[src/logic/flash_host_pkg.sv]
package flash_host_pkg;

  // ==========================================================================
  // clock and pin timing
  localparam int CLK_PERIOD_NS = 10;
  localparam int T_AS_NS       = 10;
  localparam int T_WP_NS       = 90;
  localparam int T_DH_NS       = 10;
  localparam int T_WPH_NS      = 100;
  localparam int T_ACC_NS      = 120;
  localparam int T_BLC_US      = 150;
  localparam int T_WC_MS       = 10;
  localparam int T_POWERON_MS  = 5;
  localparam int SYNC_STAGES   = 2;

  // least times round up, longest times round down
  localparam int AS_CYC      = (T_AS_NS + CLK_PERIOD_NS - 1) / CLK_PERIOD_NS;
  localparam int WP_CYC      = (T_WP_NS + CLK_PERIOD_NS - 1) / CLK_PERIOD_NS;
  localparam int DH_CYC      = (T_DH_NS + CLK_PERIOD_NS - 1) / CLK_PERIOD_NS;
  localparam int WPH_CYC     = (T_WPH_NS + CLK_PERIOD_NS - 1) / CLK_PERIOD_NS;
  localparam int ACC_CYC     = (T_ACC_NS + CLK_PERIOD_NS - 1) / CLK_PERIOD_NS + SYNC_STAGES + 1;
  localparam int BLC_CYC     = (T_BLC_US * 1000) / CLK_PERIOD_NS;
  localparam int WC_CYC      = (T_WC_MS * 1000000) / CLK_PERIOD_NS;
  localparam int POWERON_CYC = (T_POWERON_MS * 1000000 + CLK_PERIOD_NS - 1) / CLK_PERIOD_NS;

  // ==========================================================================
  // array geometry and special locations
  localparam int ADDR_W = 19;
  localparam int DATA_W = 8;
  localparam logic [18:0] ID_MFR_ADDR       = 19'h00000;
  localparam logic [18:0] ID_DEV_ADDR       = 19'h00001;
  localparam logic [18:0] LOCK_LO_ADDR      = 19'h00002;
  localparam logic [19:0] LOCK_HI_ADDR_FULL = 20'hFFFF2;
  // only A0..A18 exist, the top printed bit falls off the pins
  localparam logic [18:0] LOCK_HI_ADDR      = LOCK_HI_ADDR_FULL[18:0];
  localparam logic [18:0] ERASE_POLL_ADDR   = 19'h00000;
  localparam logic [7:0]  LOCKED_CODE       = 8'hFF;
  localparam logic [7:0]  UNLOCKED_CODE     = 8'hFE;
  localparam int          POLL_BIT          = 7;
  localparam int          TOGGLE_BIT        = 6;

  // ==========================================================================
  // command sequence table layout
  typedef struct packed {
    logic [18:0] addr;
    logic [7:0]  data;
  } seq_entry_t;

  localparam int SEQ_N = 19;
  localparam logic [4:0] SEQ_ERASE_BASE = 5'h00;
  localparam logic [4:0] SEQ_ERASE_LAST = 5'h05;
  localparam logic [4:0] SEQ_LOCK_BASE  = 5'h06;
  localparam logic [4:0] SEQ_LOCK_LAST  = 5'h0C;
  localparam logic [4:0] SEQ_IDIN_BASE  = 5'h0D;
  localparam logic [4:0] SEQ_IDIN_LAST  = 5'h0F;
  localparam logic [4:0] SEQ_IDOUT_BASE = 5'h10;
  localparam logic [4:0] SEQ_IDOUT_LAST = 5'h12;

  // plain defaults; the real codes are a top-level parameter
  localparam seq_entry_t SEQ_DEFAULT [SEQ_N] = '{
    '{19'h05555, 8'hAA}, '{19'h02AAA, 8'h55}, '{19'h05555, 8'h80},
    '{19'h05555, 8'hAA}, '{19'h02AAA, 8'h55}, '{19'h05555, 8'h10},
    '{19'h05555, 8'hAA}, '{19'h02AAA, 8'h55}, '{19'h05555, 8'h80},
    '{19'h05555, 8'hAA}, '{19'h02AAA, 8'h55}, '{19'h05555, 8'h40},
    '{19'h00000, 8'h00},
    '{19'h05555, 8'hAA}, '{19'h02AAA, 8'h55}, '{19'h05555, 8'h90},
    '{19'h05555, 8'hAA}, '{19'h02AAA, 8'h55}, '{19'h05555, 8'hF0}
  };

  // ==========================================================================
  // commands and states
  typedef enum logic [2:0] {
    CMD_READ,
    CMD_LOAD,
    CMD_ERASE,
    CMD_LOCK,
    CMD_QUERY
  } cmd_t;

  typedef enum logic [2:0] {
    ST_WAIT_SUPPLY,
    ST_POWERUP,
    ST_IDLE,
    ST_READ,
    ST_SEQ,
    ST_QREAD,
    ST_LOADWAIT,
    ST_POLL
  } state_t;

  typedef enum logic [2:0] {
    PH_IDLE,
    PH_SETUP,
    PH_STROBE,
    PH_HOLD,
    PH_GAP
  } phase_t;

endpackage : flash_host_pkg

[src/logic/flash_host.sv]
// Notes on behaviour
// - host may start completion polling immediately after programming begins
// - whole array erase by a six write software sequence, optional
// - host locks a region with seven program writes, six to set addresses and the last to the region
// - host exits software id mode after lock queries
// - each further byte load starts within 150 us of previous strobe rise
module flash_host
  import flash_host_pkg::*;
#(
  parameter int         POWERON_CYCLES = POWERON_CYC,
  parameter int         WINDOW_CYCLES  = BLC_CYC,
  parameter int         WRITE_CYCLES   = WC_CYC,
  parameter seq_entry_t SEQ_TABLE [SEQ_N] = SEQ_DEFAULT
) (
  input  wire logic        mclk_in,
  input  wire logic        reset_in,
  input  wire logic        supply_good_in,
  input  wire logic        cmd_valid_in,
  input  wire logic [2:0]  cmd_in,
  input  wire logic [18:0] cmd_addr_in,
  input  wire logic [7:0]  cmd_data_in,
  output logic             cmd_ready_out,
  output logic             rsp_valid_out,
  output logic [7:0]       rsp_data_out,
  output logic [15:0]      rsp_id_out,
  output logic [1:0]       rsp_lock_out,
  output logic             rsp_timeout_out,
  output logic             busy_out,
  output logic [18:0]      flash_addr_out,
  output logic             flash_ce_n_out,
  output logic             flash_oe_n_out,
  output logic             flash_we_n_out,
  output logic [7:0]       flash_dq_out,
  output logic             flash_dq_oe_out,
  input  wire logic [7:0]  flash_dq_in
);

  // next load must fall before the window closes, setup included
  localparam logic [19:0] WIN_LIMIT = 20'(WINDOW_CYCLES - AS_CYC - 2);

  typedef struct packed {
    state_t      st;
    phase_t      ph;
    logic [7:0]  tcnt;
    logic [19:0] bigcnt;
    logic [19:0] win;
    logic [4:0]  idx;
    logic [1:0]  qidx;
    cmd_t        cmd;
    logic [18:0] addr;
    logic [18:0] last_addr;
    logic [7:0]  last_data;
    logic        wr;
    logic [7:0]  rdata;
    logic        prev_tog;
    logic        tog_valid;
    logic [7:0]  lo_raw;
    logic [7:0]  hi_raw;
    logic [18:0] pin_addr;
    logic        ce_n;
    logic        oe_n;
    logic        we_n;
    logic [7:0]  dq_o;
    logic        dq_oe;
    logic        ready;
    logic        rsp_valid;
    logic [7:0]  rsp_data;
    logic [15:0] rsp_id;
    logic [1:0]  rsp_lock;
    logic        rsp_timeout;
    logic        busy;
  } core_t;

  core_t       r;
  core_t       n;
  logic [8:0]  sync_q;
  logic [7:0]  dq_sync;
  logic        supply_ok;
  logic        acc_done;
  logic        accept;
  logic        poll_ok;
  logic        tog_ok;

  // =========================================================================
  // pin synchronisers
  flash_sync #(
    .WIDTH (9)
  ) u_sync (
    .mclk_in  (mclk_in),
    .reset_in (reset_in),
    .d_in     ({supply_good_in, flash_dq_in}),
    .q_out    (sync_q)
  );

  assign dq_sync   = sync_q[7:0];
  assign supply_ok = sync_q[8];

  function automatic core_t start_acc(core_t s, logic [18:0] a, logic [7:0] d, logic wr);
    core_t t;
    t          = s;
    t.ph       = PH_SETUP;
    t.tcnt     = 8'(AS_CYC);
    t.pin_addr = a;
    t.dq_o     = d;
    t.wr       = wr;
    t.ce_n     = 1'b0;
    t.oe_n     = 1'b1;
    t.dq_oe    = wr;
    return t;
  endfunction : start_acc

  function automatic logic [18:0] seq_addr(logic [4:0] i, logic [18:0] user_addr);
    // last lock write targets the region that the caller names
    return (i == SEQ_LOCK_LAST) ? user_addr : SEQ_TABLE[i].addr;
  endfunction : seq_addr

  function automatic logic [18:0] q_addr(logic [1:0] q);
    case (q)
      2'h0:    return ID_MFR_ADDR;
      2'h1:    return ID_DEV_ADDR;
      2'h2:    return LOCK_LO_ADDR;
      default: return LOCK_HI_ADDR;
    endcase
  endfunction : q_addr

  // =========================================================================
  // next state
  always_comb begin
    n             = r;
    acc_done      = 1'b0;
    n.rsp_valid   = 1'b0;
    n.rsp_timeout = 1'b0;
    accept        = cmd_valid_in && r.ready &&
                    (r.st == ST_IDLE || cmd_t'(cmd_in) == CMD_LOAD);
    poll_ok       = (r.cmd == CMD_ERASE) || (r.rdata[POLL_BIT] == r.last_data[POLL_BIT]);
    tog_ok        = r.tog_valid && (r.rdata[TOGGLE_BIT] == r.prev_tog);
    if (r.win != 20'hFFFFF) begin
      n.win = r.win + 20'h00001;
    end
    if (r.ph != PH_IDLE && r.tcnt != 8'h01) begin
      n.tcnt = r.tcnt - 8'h01;
    end else begin
      case (r.ph)
        PH_SETUP: begin
          n.ph   = PH_STROBE;
          n.tcnt = r.wr ? 8'(WP_CYC) : 8'(ACC_CYC);
          n.we_n = !r.wr;
          n.oe_n = r.wr;
        end
        PH_STROBE: begin
          if (r.wr) begin
            n.we_n = 1'b1;
            n.ph   = PH_HOLD;
            n.tcnt = 8'(DH_CYC);
            n.win  = '0;
          end else begin
            n.rdata = dq_sync;
            n.oe_n  = 1'b1;
            n.ce_n  = 1'b1;
            n.ph    = PH_GAP;
            n.tcnt  = 8'(WPH_CYC);
          end
        end
        PH_HOLD: begin
          n.ce_n  = 1'b1;
          n.dq_oe = 1'b0;
          n.ph    = PH_GAP;
          n.tcnt  = 8'(WPH_CYC);
        end
        PH_GAP: begin
          n.ph     = PH_IDLE;
          acc_done = 1'b1;
        end
        default: ;
      endcase
    end

    case (r.st)
      ST_WAIT_SUPPLY: begin
        n.bigcnt = '0;
        if (supply_ok) begin
          n.st = ST_POWERUP;
        end
      end
      ST_POWERUP: begin
        n.bigcnt = r.bigcnt + 20'h00001;
        if (!supply_ok) begin
          n.st = ST_WAIT_SUPPLY;
        end else if (r.bigcnt >= 20'(POWERON_CYCLES - 1)) begin
          n.st = ST_IDLE;
        end
      end
      ST_IDLE: begin
        if (!supply_ok) begin
          n.st = ST_WAIT_SUPPLY;
        end else if (accept) begin
          n.cmd  = cmd_t'(cmd_in);
          n.addr = cmd_addr_in;
          n.win  = '0;
          case (cmd_t'(cmd_in))
            CMD_READ: begin
              n.st = ST_READ;
              n    = start_acc(n, cmd_addr_in, 8'h00, 1'b0);
            end
            CMD_LOAD: begin
              n.st        = ST_LOADWAIT;
              n.last_addr = cmd_addr_in;
              n.last_data = cmd_data_in;
              n           = start_acc(n, cmd_addr_in, cmd_data_in, 1'b1);
            end
            CMD_ERASE: begin
              n.st  = ST_SEQ;
              n.idx = SEQ_ERASE_BASE;
              n     = start_acc(n, SEQ_TABLE[SEQ_ERASE_BASE].addr,
                                SEQ_TABLE[SEQ_ERASE_BASE].data, 1'b1);
            end
            CMD_LOCK: begin
              n.st  = ST_SEQ;
              n.idx = SEQ_LOCK_BASE;
              n     = start_acc(n, SEQ_TABLE[SEQ_LOCK_BASE].addr,
                                SEQ_TABLE[SEQ_LOCK_BASE].data, 1'b1);
            end
            default: begin
              n.st  = ST_SEQ;
              n.idx = SEQ_IDIN_BASE;
              n     = start_acc(n, SEQ_TABLE[SEQ_IDIN_BASE].addr,
                                SEQ_TABLE[SEQ_IDIN_BASE].data, 1'b1);
            end
          endcase
        end
      end
      ST_READ: begin
        if (acc_done) begin
          n.st        = ST_IDLE;
          n.rsp_valid = 1'b1;
          n.rsp_data  = r.rdata;
        end
      end
      ST_SEQ: begin
        if (acc_done) begin
          if (r.idx == SEQ_ERASE_LAST) begin
            n.st        = ST_POLL;
            n.bigcnt    = '0;
            n.tog_valid = 1'b0;
            n.last_addr = ERASE_POLL_ADDR;
            n           = start_acc(n, ERASE_POLL_ADDR, 8'h00, 1'b0);
          end else if (r.idx == SEQ_LOCK_LAST) begin
            n.st        = ST_LOADWAIT;
            n.last_addr = r.addr;
            n.last_data = SEQ_TABLE[SEQ_LOCK_LAST].data;
          end else if (r.idx == SEQ_IDIN_LAST) begin
            n.st   = ST_QREAD;
            n.qidx = 2'h0;
            n      = start_acc(n, q_addr(2'h0), 8'h00, 1'b0);
          end else if (r.idx == SEQ_IDOUT_LAST) begin
            n.st          = ST_IDLE;
            n.rsp_valid   = 1'b1;
            n.rsp_data    = r.lo_raw;
            n.rsp_lock[0] = (r.lo_raw == LOCKED_CODE);
            n.rsp_lock[1] = (r.hi_raw == LOCKED_CODE);
          end else begin
            n.idx = r.idx + 5'h01;
            n     = start_acc(n, seq_addr(r.idx + 5'h01, r.addr),
                              SEQ_TABLE[r.idx + 5'h01].data, 1'b1);
          end
        end
      end
      ST_QREAD: begin
        if (acc_done) begin
          case (r.qidx)
            2'h0:    n.rsp_id[15:8] = r.rdata;
            2'h1:    n.rsp_id[7:0]  = r.rdata;
            2'h2:    n.lo_raw       = r.rdata;
            default: n.hi_raw       = r.rdata;
          endcase
          if (r.qidx == 2'h3) begin
            n.st  = ST_SEQ;
            n.idx = SEQ_IDOUT_BASE;
            n     = start_acc(n, SEQ_TABLE[SEQ_IDOUT_BASE].addr,
                              SEQ_TABLE[SEQ_IDOUT_BASE].data, 1'b1);
          end else begin
            n.qidx = r.qidx + 2'h1;
            n      = start_acc(n, q_addr(r.qidx + 2'h1), 8'h00, 1'b0);
          end
        end
      end
      ST_LOADWAIT: begin
        if (r.ph == PH_IDLE) begin
          if (accept) begin
            n.last_addr = cmd_addr_in;
            n.last_data = cmd_data_in;
            n           = start_acc(n, cmd_addr_in, cmd_data_in, 1'b1);
          end else if (r.win >= WIN_LIMIT) begin
            // the device has closed the load period; poll at once
            n.st        = ST_POLL;
            n.bigcnt    = '0;
            n.tog_valid = 1'b0;
            n           = start_acc(n, r.last_addr, 8'h00, 1'b0);
          end
        end
      end
      ST_POLL: begin
        if (r.bigcnt != 20'hFFFFF) begin
          n.bigcnt = r.bigcnt + 20'h00001;
        end
        if (acc_done) begin
          if (poll_ok && tog_ok) begin
            n.st        = ST_IDLE;
            n.rsp_valid = 1'b1;
            n.rsp_data  = r.rdata;
          end else if (r.bigcnt >= 20'(WRITE_CYCLES)) begin
            // locked region or stuck device: give up after one write cycle time
            n.st          = ST_IDLE;
            n.rsp_valid   = 1'b1;
            n.rsp_timeout = 1'b1;
            n.rsp_data    = r.rdata;
          end else begin
            n.prev_tog  = r.rdata[TOGGLE_BIT];
            n.tog_valid = 1'b1;
            n           = start_acc(n, r.last_addr, 8'h00, 1'b0);
          end
        end
      end
      default: n.st = ST_IDLE;
    endcase

    n.ready = (n.ph == PH_IDLE) && supply_ok &&
              ((n.st == ST_IDLE) || (n.st == ST_LOADWAIT && n.win < WIN_LIMIT));
    n.busy  = (n.st != ST_IDLE);
  end

  always_ff @(posedge mclk_in) begin
    if (reset_in) begin
      r       <= '0;
      r.ce_n  <= 1'b1;
      r.oe_n  <= 1'b1;
      r.we_n  <= 1'b1;
      r.busy  <= 1'b1;
      r.win   <= 20'hFFFFF;
    end else begin
      r <= n;
    end
  end

  assign cmd_ready_out   = r.ready;
  assign rsp_valid_out   = r.rsp_valid;
  assign rsp_data_out    = r.rsp_data;
  assign rsp_id_out      = r.rsp_id;
  assign rsp_lock_out    = r.rsp_lock;
  assign rsp_timeout_out = r.rsp_timeout;
  assign busy_out        = r.busy;
  assign flash_addr_out  = r.pin_addr;
  assign flash_ce_n_out  = r.ce_n;
  assign flash_oe_n_out  = r.oe_n;
  assign flash_we_n_out  = r.we_n;
  assign flash_dq_out    = r.dq_o;
  assign flash_dq_oe_out = r.dq_oe;

  // =========================================================================
  // checks
  logic [19:0] up_cnt;
  logic        up_seen;
  logic [3:0]  wcount;
  logic [7:0]  wlow;

  always_ff @(posedge mclk_in) begin
    if (reset_in) begin
      up_cnt  <= '0;
      up_seen <= 1'b0;
      wcount  <= '0;
      wlow    <= '0;
    end else begin
      // length of the current strobe low run, saturating
      wlow    <= flash_we_n_out ? 8'h00 : (wlow == 8'hFF) ? wlow : wlow + 8'h01;
      up_cnt  <= !supply_ok ? 20'h00000 : (up_cnt == 20'hFFFFF) ? up_cnt : up_cnt + 20'h00001;
      up_seen <= up_seen || (up_cnt >= 20'(POWERON_CYCLES - 1));
      // one count per write strobe launched since the command was taken
      wcount  <= accept ? 4'h0 :
                 (r.wr && r.ph == PH_SETUP && n.ph == PH_STROBE) ? wcount + 4'h1 : wcount;
    end
  end
endmodule : flash_host

[src/logic/flash_sync.sv]
module flash_sync #(
  parameter int WIDTH = 1
) (
  input  wire logic             mclk_in,
  input  wire logic             reset_in,
  input  wire logic [WIDTH-1:0] d_in,
  output logic      [WIDTH-1:0] q_out
);

  typedef struct packed {
    logic [WIDTH-1:0] s1;
    logic [WIDTH-1:0] s2;
  } sync_t;

  sync_t r;
  sync_t n;

  always_comb begin
    n    = r;
    n.s1 = d_in;
    n.s2 = r.s1;
  end

  always_ff @(posedge mclk_in) begin
    if (reset_in) begin
      r <= '0;
    end else begin
      r <= n;
    end
  end

  assign q_out = r.s2;

endmodule : flash_sync

[config.mk]
export PLATFORM = sky130hd
export DESIGN_NAME = flash_host
export DESIGN_NICKNAME = d
export VERILOG_FILES = /design/src/logic/flash_host_pkg.sv /design/src/logic/flash_host.sv /design/src/logic/flash_sync.sv
export SDC_FILE = /design/constraint.sdc
export NUM_CORES = 1
export LEC_CHECK = 0
export BUFFER_PORTS_ARGS = -buffer_cell sky130_fd_sc_hd__buf_2
export CORE_MARGIN = 2
export CORE_UTILIZATION = 40
export DETAILED_ROUTE_END_ITERATION = 10
export GPL_TIMING_DRIVEN = 0
export PLACE_DENSITY = 0.67
export SYNTH_ARGS = -nofsm -noshare
export SYNTH_HDL_FRONTEND = slang
export SYNTH_SLANG_ARGS = --single-unit
export TNS_END_PERCENT = 100
[constraint.sdc]
create_clock -name mclk_in -period 3.3 [get_ports mclk_in]
set_input_delay 0.165 -clock mclk_in [delete_from_list [all_inputs] [get_ports mclk_in]]
set_output_delay 0.165 -clock mclk_in [all_outputs]
set_load 0.05 [all_outputs]
---- Yosys cells after proc, flatten, opt, wreduce, memory -nomap -nowiden ----
Memories as Yosys holds them, arrays and structs flattened.
Index checks and enable logic that the tools add are counted.
storage, ports and cells
  bits in read-only memories .............. 864
  output and inout bits ................... 61
  input bits .............................. 42
  memories kept ........................... 1
  register bits after elaboration ......... 216
memory list
  memory           depth  width  rd ports  clocked after memory_dff  write ports  line               source
  (no name shown)  32     27     1         0                         0            flash_host.sv:264  SEQ_TABLE[r.idx + 5'h01].data, 1'b1);
operators by class
  $lt $le $gt $ge ......................... 5
  bitwise logic cells ..................... 11
  equality and inequality tests ........... 67
  reductions and logical operators ........ 39
  add/subtract/negate cells ............... 5
  muxes and demuxes ....................... 75
operators with widths
  operator                                       count
  2-to-1 mux 198 bit                             10
  case mux 198 bit (4 select lines)              1
  case mux 135 bit (5 select lines)              1
  2-to-1 mux 166 bit                             3
  2-to-1 mux 195 bit                             1
  case mux 20 bit (7 select lines)               1
  2-to-1 mux 20 bit                              5
  case mux 20 bit (5 select lines)               1
  2-to-1 mux 88 bit                              1
  2-to-1 mux 27 bit                              3
  2-to-1 mux 80 bit                              1
  2-to-1 mux 8 bit                               8
  case mux 19 bit (3 select lines)               1
  case mux 11 bit (5 select lines)               1
  case mux 9 bit (6 select lines)                1
  inequality test 2 bit, second input constant   25
  adder 20 x 1 -> 20 bit, second input constant  2
  inequality test 20 bit, second input constant  2
  2-to-1 mux 3 bit                               12
  2-to-1 mux 9 bit                               4
  2-to-1 mux 11 bit                              3
  AND reduction 14 bit                           2
  == test 3 x 2 -> 1 bit, second input constant  8
  case mux 3 bit (8 select lines)                1
  47 further kinds                               104

---- Depth between registers and ports, before layout ----
Gate-level depths: netlist (run 1).
  word-level depth ........................ 16
  gate-level depth with buffers ........... 12

---- Modules after synthesis ----
Synthesis (run 1) repeated with hierarchy kept, for this count alone.
second synthesis, totals
  cell total of the unflattened synthesis .. 1322
  area total of the unflattened synthesis .. 10636.5 µm²
by module, submodules not included
  module      area an instance (µm²)  cells each  instances  seq. area each (µm²)
  flash_host  10147.2                 1285        1          3823.7
  flash_sync  489.2                   37          1          360.3

---- Least setup slack after synthesis (run 1) ----
Ideal clock, no wire load.
  kind .................................... register to register
  start point ............................. register r[139] in the netlist's numbering
  end point ............................... register r, in the netlist flash_oe_n_out
  buffers on the path ..................... 1
  data arrival time ....................... 2.501 ns
  slack ................................... 0.677 ns
  cell stages (with the launch flop) ...... 12
  library setup time ...................... 0.122 ns
  path through ............................ dfxtp_1 > ha_1 > and3_1 > ha_1 > nor2b_1 > a211oi_1 > nand3_1 > a21oi_1 > a21o_1 > nand2b_1 > buf_2 > a221o_1
between the ends
  word-level cells in the longest chain between the ends .. 7
RTL lines
  element                              line               source
  start: declaration                   flash_host.sv:74   core_t r;
  start signal: assignment             flash_host.sv:341  r <= n;
  == test 5 bit                        flash_host.sv:255  end else if (r.idx == SEQ_IDOUT_LAST) begin
  2-to-1 mux 166 bit                   flash_host.sv:255
  2-to-1 mux 198 bit                   flash_host.sv:251  end else if (r.idx == SEQ_IDIN_LAST) begin
  2-to-1 mux 88 bit                    flash_host.sv:247  end else if (r.idx == SEQ_LOCK_LAST) begin
  2-to-1 mux 198 bit *                 flash_host.sv:241  if (r.idx == SEQ_ERASE_LAST) begin
  2-to-1 mux 198 bit *                 flash_host.sv:240  if (acc_done) begin
  case mux 135 bit (5 select lines) *  flash_host.sv:178  case (r.st)
Mark *: on every way between the ends. The rest lies on a longest branch, timed or not. The select of a mux whose other input is x is not followed.
A chain may end at the register's enable or synchronous reset.

---- Worst setup path after layout (run 1) ----
  start point ............................. register r[139] in the netlist's numbering
  end point ............................... register r, in the netlist cmd_ready_out
between the ends
  word-level cells in the longest chain between the ends .. 11
RTL lines
  element                                                                        line               source
  == test 5 bit                                                                  flash_host.sv:255
  2-to-1 mux 3 bit                                                               flash_host.sv:255
  2-to-1 mux 198 bit                                                             flash_host.sv:251
  2-to-1 mux 3 bit                                                               flash_host.sv:247
  2-to-1 mux 198 bit *                                                           flash_host.sv:241
  2-to-1 mux 198 bit *                                                           flash_host.sv:240
  branches (longest 4 deep; another with less-than comparator 20 x 14 -> 1 bit)  -
  logical AND 1 bit *                                                            flash_host.sv:327  n.ready = (n.ph == PH_IDLE) && supply_ok &&
Mark *: on every way between the ends. The select of a mux whose other input is x is not followed.

==> results of run 1 <==
==> cell type report <==
| type | count | share of cell area (%) |
|---|---|---|
| Clock buffer | 26 | 4.75 |
| Timing Repair Buffer | 141 | 7.05 |
| Multi-Input combinational cell | 975 | 44.4 |
| Sequential cell | 209 | 32.7 |
| Inverter | 22 | 0.646 |
| Buffer | 138 | 5.90 |
| Clock inverter | 11 | 1.25 |
| Tap cell | 335 | 3.28 |
==> where the power goes <==
| group | leakage, nW | internal, mW | total [mW] | switching (mW) |
|---|---|---|---|---|
| Combinational | 2.73 | 0.511 | 1.22 | 0.714 |
| Clock | 0.375 | 1.62 | 2.66 | 1.04 |
| Sequential | 1.69 | 2.62 | 2.72 | 0.0991 |
| Total | 4.80 | 4.75 | 6.61 | 1.85 |
==> layout by cell type (no fill, tap or decap), drive strengths merged, types with 15 or more instances in the layout <==
cell type	instances
dfxtp	209
nand2	191
buf	188
a21oi	130
nor2	128
clkbuf	78
nand3	76
o21ai	61
dlygate4sd3	39
nor2b	30
xor2	27
a211oi	25
a31oi	22
inv	21
nand4	21
ha	21
nor3	21
a22oi	19
a221oi	15
==> stage by stage <==
| stage | TNS (ns) | setup WS, ns | utilization, % | instances |
|---|---|---|---|---|
| floorplan | 0 | 0.677 | - | 1344 |
| global placement | -0.0215 | -0.0215 | 44.4 | 1781 |
| detailed placement | -0.0697 | -0.0569 | 44.4 | 1781 |
| CTS | 0 | 0.101 | 48.9 | 1857 |
| global route | 0 | 0.0429 | 48.9 | 1857 |
| finish | 0 | 0.175 | 48.9 | 1857 |
==> timing repair <==
action                     4_1_cts  5_1_grt
setup buffers                    0        0
setup endpoints to repair        2       24
hold buffers                    39        0
hold endpoints to repair        39        0
pin swaps                        0        1
resized for setup                1        3
==> routing by layer <==
layer  up-vias  routed length (um)
met5         -                   0
met4         0                 855
met3        67                2440
met2       431               13800
met1      4854               14200
li1       5073                   -
==> cells by family after synthesis <==
| logic type | after synthesis |
|---|---|
| compound gates | 373 |
| fa+ha+maj | 21 |
| simple gates | 541 |
| xor+xnor | 36 |
| flops | 209 |
| buf+inv | 160 |
| mux | 4 |
==> flip-flops by register name, summed over array words and instances, names as in the netlist <==
signal,cells
busy_out,1
cmd_ready_out,1
flash_addr_out,19
flash_ce_n_out,1
flash_dq_oe_out,1
flash_dq_out,8
flash_oe_n_out,1
flash_we_n_out,1
r,130
rsp_data_out,8
rsp_id_out,16
rsp_lock_out,2
rsp_timeout_out,1
rsp_valid_out,1
u_sync.n,9
u_sync.q_out,9
==> worst max-delay path: cells and delay by family, from the launching register on <==
| family | cells | cell delay [ns] |
|---|---|---|
| buffers and inverters | 1 | 0.29 |
| AND/OR/NAND/NOR | 4 | 0.81 |
| flip-flops | 1 | 0.41 |
| adder cells (fa/ha/maj) | 2 | 0.64 |
| AO/OA/AOI/OAI | 4 | 0.85 |
==> path summary, 6_finish.rpt <==
path	from	to	depth (start not counted)
worst max-delay path	r[139]$_SDFFE_PP0P_	cmd_ready_out$_SDFF_PP0_	11
worst min-delay path	cmd_valid_in	r[87]$_SDFFE_PP0P_	4
worst max register to register	r[139]$_SDFFE_PP0P_	cmd_ready_out$_SDFF_PP0_	11
worst min register to register	u_sync.n[7]$_SDFF_PP0_	u_sync.q_out[7]$_SDFF_PP0_	1
==> run_results.csv, run 1 <==
group,metric,value,unit
timing,worstMarginPinSlew,0.953,ns
logic_synthesis,synth-edff-count,0,
global_route,track_usage,21.9,%
timing,post-route-period-util,94.7,%
logic_synthesis,netlist.area_leader.share,39.2,%
logic_synthesis,synth_warnings,0,
clock_network,clk_latency,0.52,ns
global_route,antenna_found_initial,0,
logic_synthesis,syn_area,10700,sq um
placement,portBuffers,102,
power_and_ir_drop,ir_drop,0.000567,V
timing,hold_violations,0,
logic_synthesis,ys_ff_latch,209,
cells_and_area,n_fill_cell,2623,
logic_synthesis,synth.area.mux_share,0.375,%
routing,detail-route-antenna-nets,0,
worst_setup_path,setup.worst_path.class,"flop to flop",
die,std_cell_rows,59,
logic_synthesis,synthSimpleGateAreaFrac,24.4,%
timing,timing.slew.headroom,36.0,%
die,start_util,40.9,%
die,die_area,28000,sq um
cells_and_area,n_antenna_cell,0,
die,coreArea,26100,sq um
global_route,grt_max_degree,16,
cells_and_area,fin_nets,1572,
routing,num_vias,10400,
logic_synthesis,synth.net_count,1407,
global_route,grt_pass1_wl,50.8,mm
global_route,grt_use_met2,34.9,%
timing,finalSetupViolations,0,
global_route,grt_pass1_vias,9737,
routing,first_pass_iters,9,
cells_and_area,area_delta_synth_final,19.7,%
run,cap_viol_max_count,0,
timing,rsz0062_at_grt,"false",
worst_setup_path,required,3.71,ns
cells_and_area,regArea,4180,sq um
clock_network,cts_sinks,209,
routing,drtIter0Drc,1128,
timing,min_period,3.12,ns
die,io_pins,103,
clock_network,cts_htree_levels,1,
placement,globalplace.congestion,0.917,
logic_synthesis,synth_top_family_by_area,"simple AND/OR/NAND/NOR gates",
clock_network,cts.reportedPaths.clkPinSlew,0.06,ns
logic_synthesis,ys_types,82,
die,die_w,167,um
routing,routed_wl,31.3,mm
logic_synthesis,syn_inst,1344,
status,violations,"DRC",
logic_synthesis,ys.flop_type,"dfxtp_1",
clock_network,root_buffer,"clkbuf_16",
worst_setup_path,ff2ff_setup_slack,0.18,ns
global_route,use_met3,3.95,%
logic_synthesis,synth_fa_ha_area_share,2.46,%
logic_synthesis,synth.avg_cell_area,7.94,sq um
logic_synthesis,synth_most_common_cell,"dfxtp_1",
worst_setup_path,crit_arrival,3.53,ns
global_route,use_met1,30.2,%
worst_setup_path,cp_max_fo,10,
cells_and_area,fin_area,12800,sq um
die,dieHeight,167,um
cells_and_area,drive_above_1_share,16.4,%
logic_synthesis,synth_compound_area_share,22.7,%
worst_hold_path,holdCritPathClass,"primary input to flop",
timing,hold_slack,0.338,ns
global_route,gr-total-overflow,0,
worst_setup_path,cp-end-kind,"flop",
clock_network,clockBufferDepth,3,
timing,drv_slew,0,
worst_setup_path,cp_slowest_cell,"dfxtp_1",
routing,wl_per_cell,16.9,um
placement,place_area,11600,sq um
logic_synthesis,synth_top_area_cell,"dfxtp_1",
logic_synthesis,synth_xor_area_share,2.95,%
power_and_ir_drop,powerDensity,517,nW/um^2
global_route,busiest_layer,"met2",
clock_network,cts_tree,"yes",
routing,drc,7,
worst_setup_path,crit_path_cell_trace,"ha_1, and3_1, ha_1, nor2b_1, a211oi_2, nand3_1, a21oi_1, a21o_1, buf_2, o21ai_0, and3_1",
status,status,"finished, violations left",
logic_synthesis,async_flop_share,0,%
logic_synthesis,ys_top_cells_by_count,"dfxtp_1, nand2_1, a21oi_1, nor2_1, nand3_1",
clock_network,cts_made_buffers,22,
logic_synthesis,synth_area_leaders,"dfxtp_1, nand2_1, a21oi_1",
placement,dp_hpwl,22.1,mm
power_and_ir_drop,cellLeakagePower,4.80,nW
worst_setup_path,max_stage_delay,0.41,ns
routing,vias_per_cell,5.61,
worst_setup_path,start_kind,"flop",
timing,max_clock_freq,0.320,GHz
logic_synthesis,synth_seq_area_share,39.2,%
power_and_ir_drop,finalPower,6.61,mW
cells_and_area,multi_input_comb_area,5680,sq um
timing,finClkSkew,0.0126,ns
Note: power is estimated with default switching activity, not from simulation.
==> inputs of run 2 (changes only) <==
Settings changed: ABC_AREA set to 1, PLACE_DENSITY 0.67 to 0.66.
==> run_results.csv, run 2 <==
group,metric,value,unit
cells_and_area,area_delta_synth_final,18.1,%
timing,min_period,3.06,ns
logic_synthesis,synth_seq_area_share,36.2,%
global_route,gr-total-overflow,0,
cells_and_area,fin_area,13600,sq um
worst_setup_path,cp_common_cell,"inv_1",
logic_synthesis,synth_most_common_cell,"nand2_1",
die,dieHeight,174,um
worst_setup_path,cp_slowest_cell,"dfxtp_1",
cells_and_area,drive_above_1_share,14.2,%
logic_synthesis,synth_warnings,0,
cells_and_area,n_fill_cell,3037,
timing,timing.slew.headroom,28.0,%
clock_network,clk_latency,0.54,ns
logic_synthesis,syn_area,11500,sq um
logic_synthesis,netlist.area_leader.share,36.2,%
logic_synthesis,synth.avg_cell_area,6.80,sq um
global_route,track_usage,24.8,%
worst_setup_path,max_stage_delay,0.45,ns
logic_synthesis,ys.flop_type,"dfxtp_1",
logic_synthesis,syn_inst,1698,
timing,rsz0062_at_grt,"false",
routing,first_pass_iters,7,
clock_network,clockBufferDepth,3,
power_and_ir_drop,powerDensity,517,nW/um^2
routing,vias_per_cell,5.26,
run,cap_viol_max_count,0,
clock_network,cts_setup_buffers,0,
timing,worstMarginPinSlew,1.07,ns
worst_setup_path,start_kind,"flop",
cells_and_area,postLayoutCoreUtil,47.8,%
worst_setup_path,required,3.76,ns
global_route,antenna_found_initial,1,
routing,drtIter0Drc,1081,
routing,num_vias,11900,
logic_synthesis,ys_types,58,
clock_network,cts_sinks,209,
routing,detail-route-antenna-nets,0,
placement,place_area,12500,sq um
placement,portBuffers,101,
logic_synthesis,synth_top_area_cell,"dfxtp_1",
die,coreArea,28500,sq um
timing,drv_slew,0,
logic_synthesis,async_flop_share,0,%
power_and_ir_drop,ir_drop,0.000334,V
worst_hold_path,holdCritPathClass,"primary input to flop",
timing,setup_ws,0.238,ns
timing,finClkSkew,0.0215,ns
logic_synthesis,synth-edff-count,0,
cells_and_area,top_register,"r",
timing,finalSetupViolations,0,
power_and_ir_drop,finalPower,7.05,mW
logic_synthesis,ys_ff_latch,209,
clock_network,cts_tree,"yes",
timing,hold_violations,0,
die,io_pins,103,
routing,drc,0,
clock_network,cts_htree_levels,1,
status,status,"finished, final reports clean",
cells_and_area,fin_nets,1922,
timing,max_clock_freq,0.327,GHz
global_route,grt_pass1_vias,11200,
placement,dp_hpwl,28.4,mm
logic_synthesis,synth_area_leaders,"dfxtp_1, nand2_1, inv_1",
worst_setup_path,crit_path_cell_trace,"inv_1, ha_1, nand4_1, inv_1, nor2_8, nand2_2, nor2_4, nand3_2, nand2_2, o21ai_0, nand4_1, nand2_1, inv_1",
clock_network,cts.reportedPaths.clkPinSlew,0.06,ns
die,start_util,40.4,%
global_route,grt_max_degree,13,
power_and_ir_drop,cellLeakagePower,6.01,nW
timing,post-route-period-util,92.8,%
worst_setup_path,cp_max_fo,9,
cells_and_area,layout_common_cells,"nand2_1, dfxtp_1, inv_1",
routing,wl_per_cell,16.8,um
cells_and_area,largest_register_ffs,130,
die,std_cell_rows,62,
logic_synthesis,ys_top_cells_by_count,"nand2_1, dfxtp_1, inv_1, nor2_1, a21oi_1",
die,die_area,30200,sq um
cells_and_area,final_common_cell,"nand2_1",
clock_network,cts_made_buffers,24,
logic_synthesis,synth.net_count,1761,
worst_setup_path,crit_arrival,3.53,ns
worst_setup_path,cp-end-kind,"flop",
clock_network,root_buffer,"clkbuf_16",
worst_setup_path,setup.worst_path.class,"flop to flop",
routing,routed_wl,37.9,mm
placement,globalplace.congestion,0.963,
timing,setup_tns,0,ns
global_route,grt_pass1_wl,60.2,mm
placement,post-place-ws,0.374,ns
die,die_w,174,um
run 2: changes by cell type after synthesis, sizes merged, moves of 13 or more:
cell	change
a21oi	+15
inv	+186
a22oi	-17
o21ai	+68
a221oi	-13
nor2b	-30
nor2	+55
nand2	+224
a211oi	-15
clkbuf	-24
nand4	+24
run 2: worst max-delay path: cells and delay by family, from the launching register on:
family                     cells  cell delay [ns]
and+or+nand+nor                8             1.63
DFF                            1             0.45
buffers and inverters          3             0.45
adders and majority gates      1             0.28
AOI/OAI and AO/OA              1             0.17
run 2: logic make-up (layout without fill, tap and decap cells):
logic type                 after synthesis  after routing  synth area share [%]
AOI/OAI and AO/OA                      359            359                  17.6
xor gates and xnor gates                28             28                  2.12
adders and majority gates               21             21                  2.28
buffers and inverters                  318            497                  12.9
DFF                                    209            209                  36.2
other                                    0              1                     0
and+or+nand+nor                        763            763                  28.9
run 2: per-stage QoR:
step                hold slack (ns)  std cells
global placement              0.376       2183
detailed placement            0.377       2183
finish                       0.0500       2262
global route                 0.0470       2262
floorplan                     0.272       1698
CTS                          0.0200       2261
run 2: power breakdown:
part           internal [mW]  switching [mW]  leakage [nW]
logic                  0.562            1.10          3.95
registers               2.65           0.155          1.69
clock network           1.51            1.08         0.372
total                   4.72            2.33          6.01
run 2: worst paths after layout:
kind	endpoint	slack (ns)	start	cells after the start
worst max-delay path	flash_addr_out[14]$_SDFFE_PP0P_	0.24	r[140]$_SDFFE_PP0P_	13
worst min-delay path	r[136]$_SDFFE_PP0P_	0.05	cmd_in[2]	3
worst min register to register	u_sync.q_out[8]$_SDFF_PP0_	0.40	u_sync.n[8]$_SDFF_PP0_	2
worst max register to register	flash_addr_out[14]$_SDFFE_PP0P_	0.24	r[140]$_SDFFE_PP0P_	13
run 2: what timing repair did:
action	in CTS	in global routing
hold buffers	34	0
gates resized for setup	0	0
endpoints found under the hold margin	35	0
run 2: layout make-up:
class                   count  area (sq um)  share of cell area, %
diodes                      1          2.50                 0.0184
plain buffers             109           694                   5.09
clock buffers              40           731                   5.36
clock inverters             4          33.8                  0.248
inverters                 209           791                   5.80
multi-input cells        1171          5870                   43.1
flip-flops and latches    209          4180                   30.7
well taps                 384           480                   3.52
repair buffers            135           846                   6.20
run 2: routing by layer:
metal  vias to the layer above  GRT usage, %  share of wire (%)
met3                        83          3.03                8.1
li1                       5860             -                  -
met4                         0          7.56                3.1
met5                         -             0                  0
met2                       486          40.0                 44
met1                      5474          34.6                 45
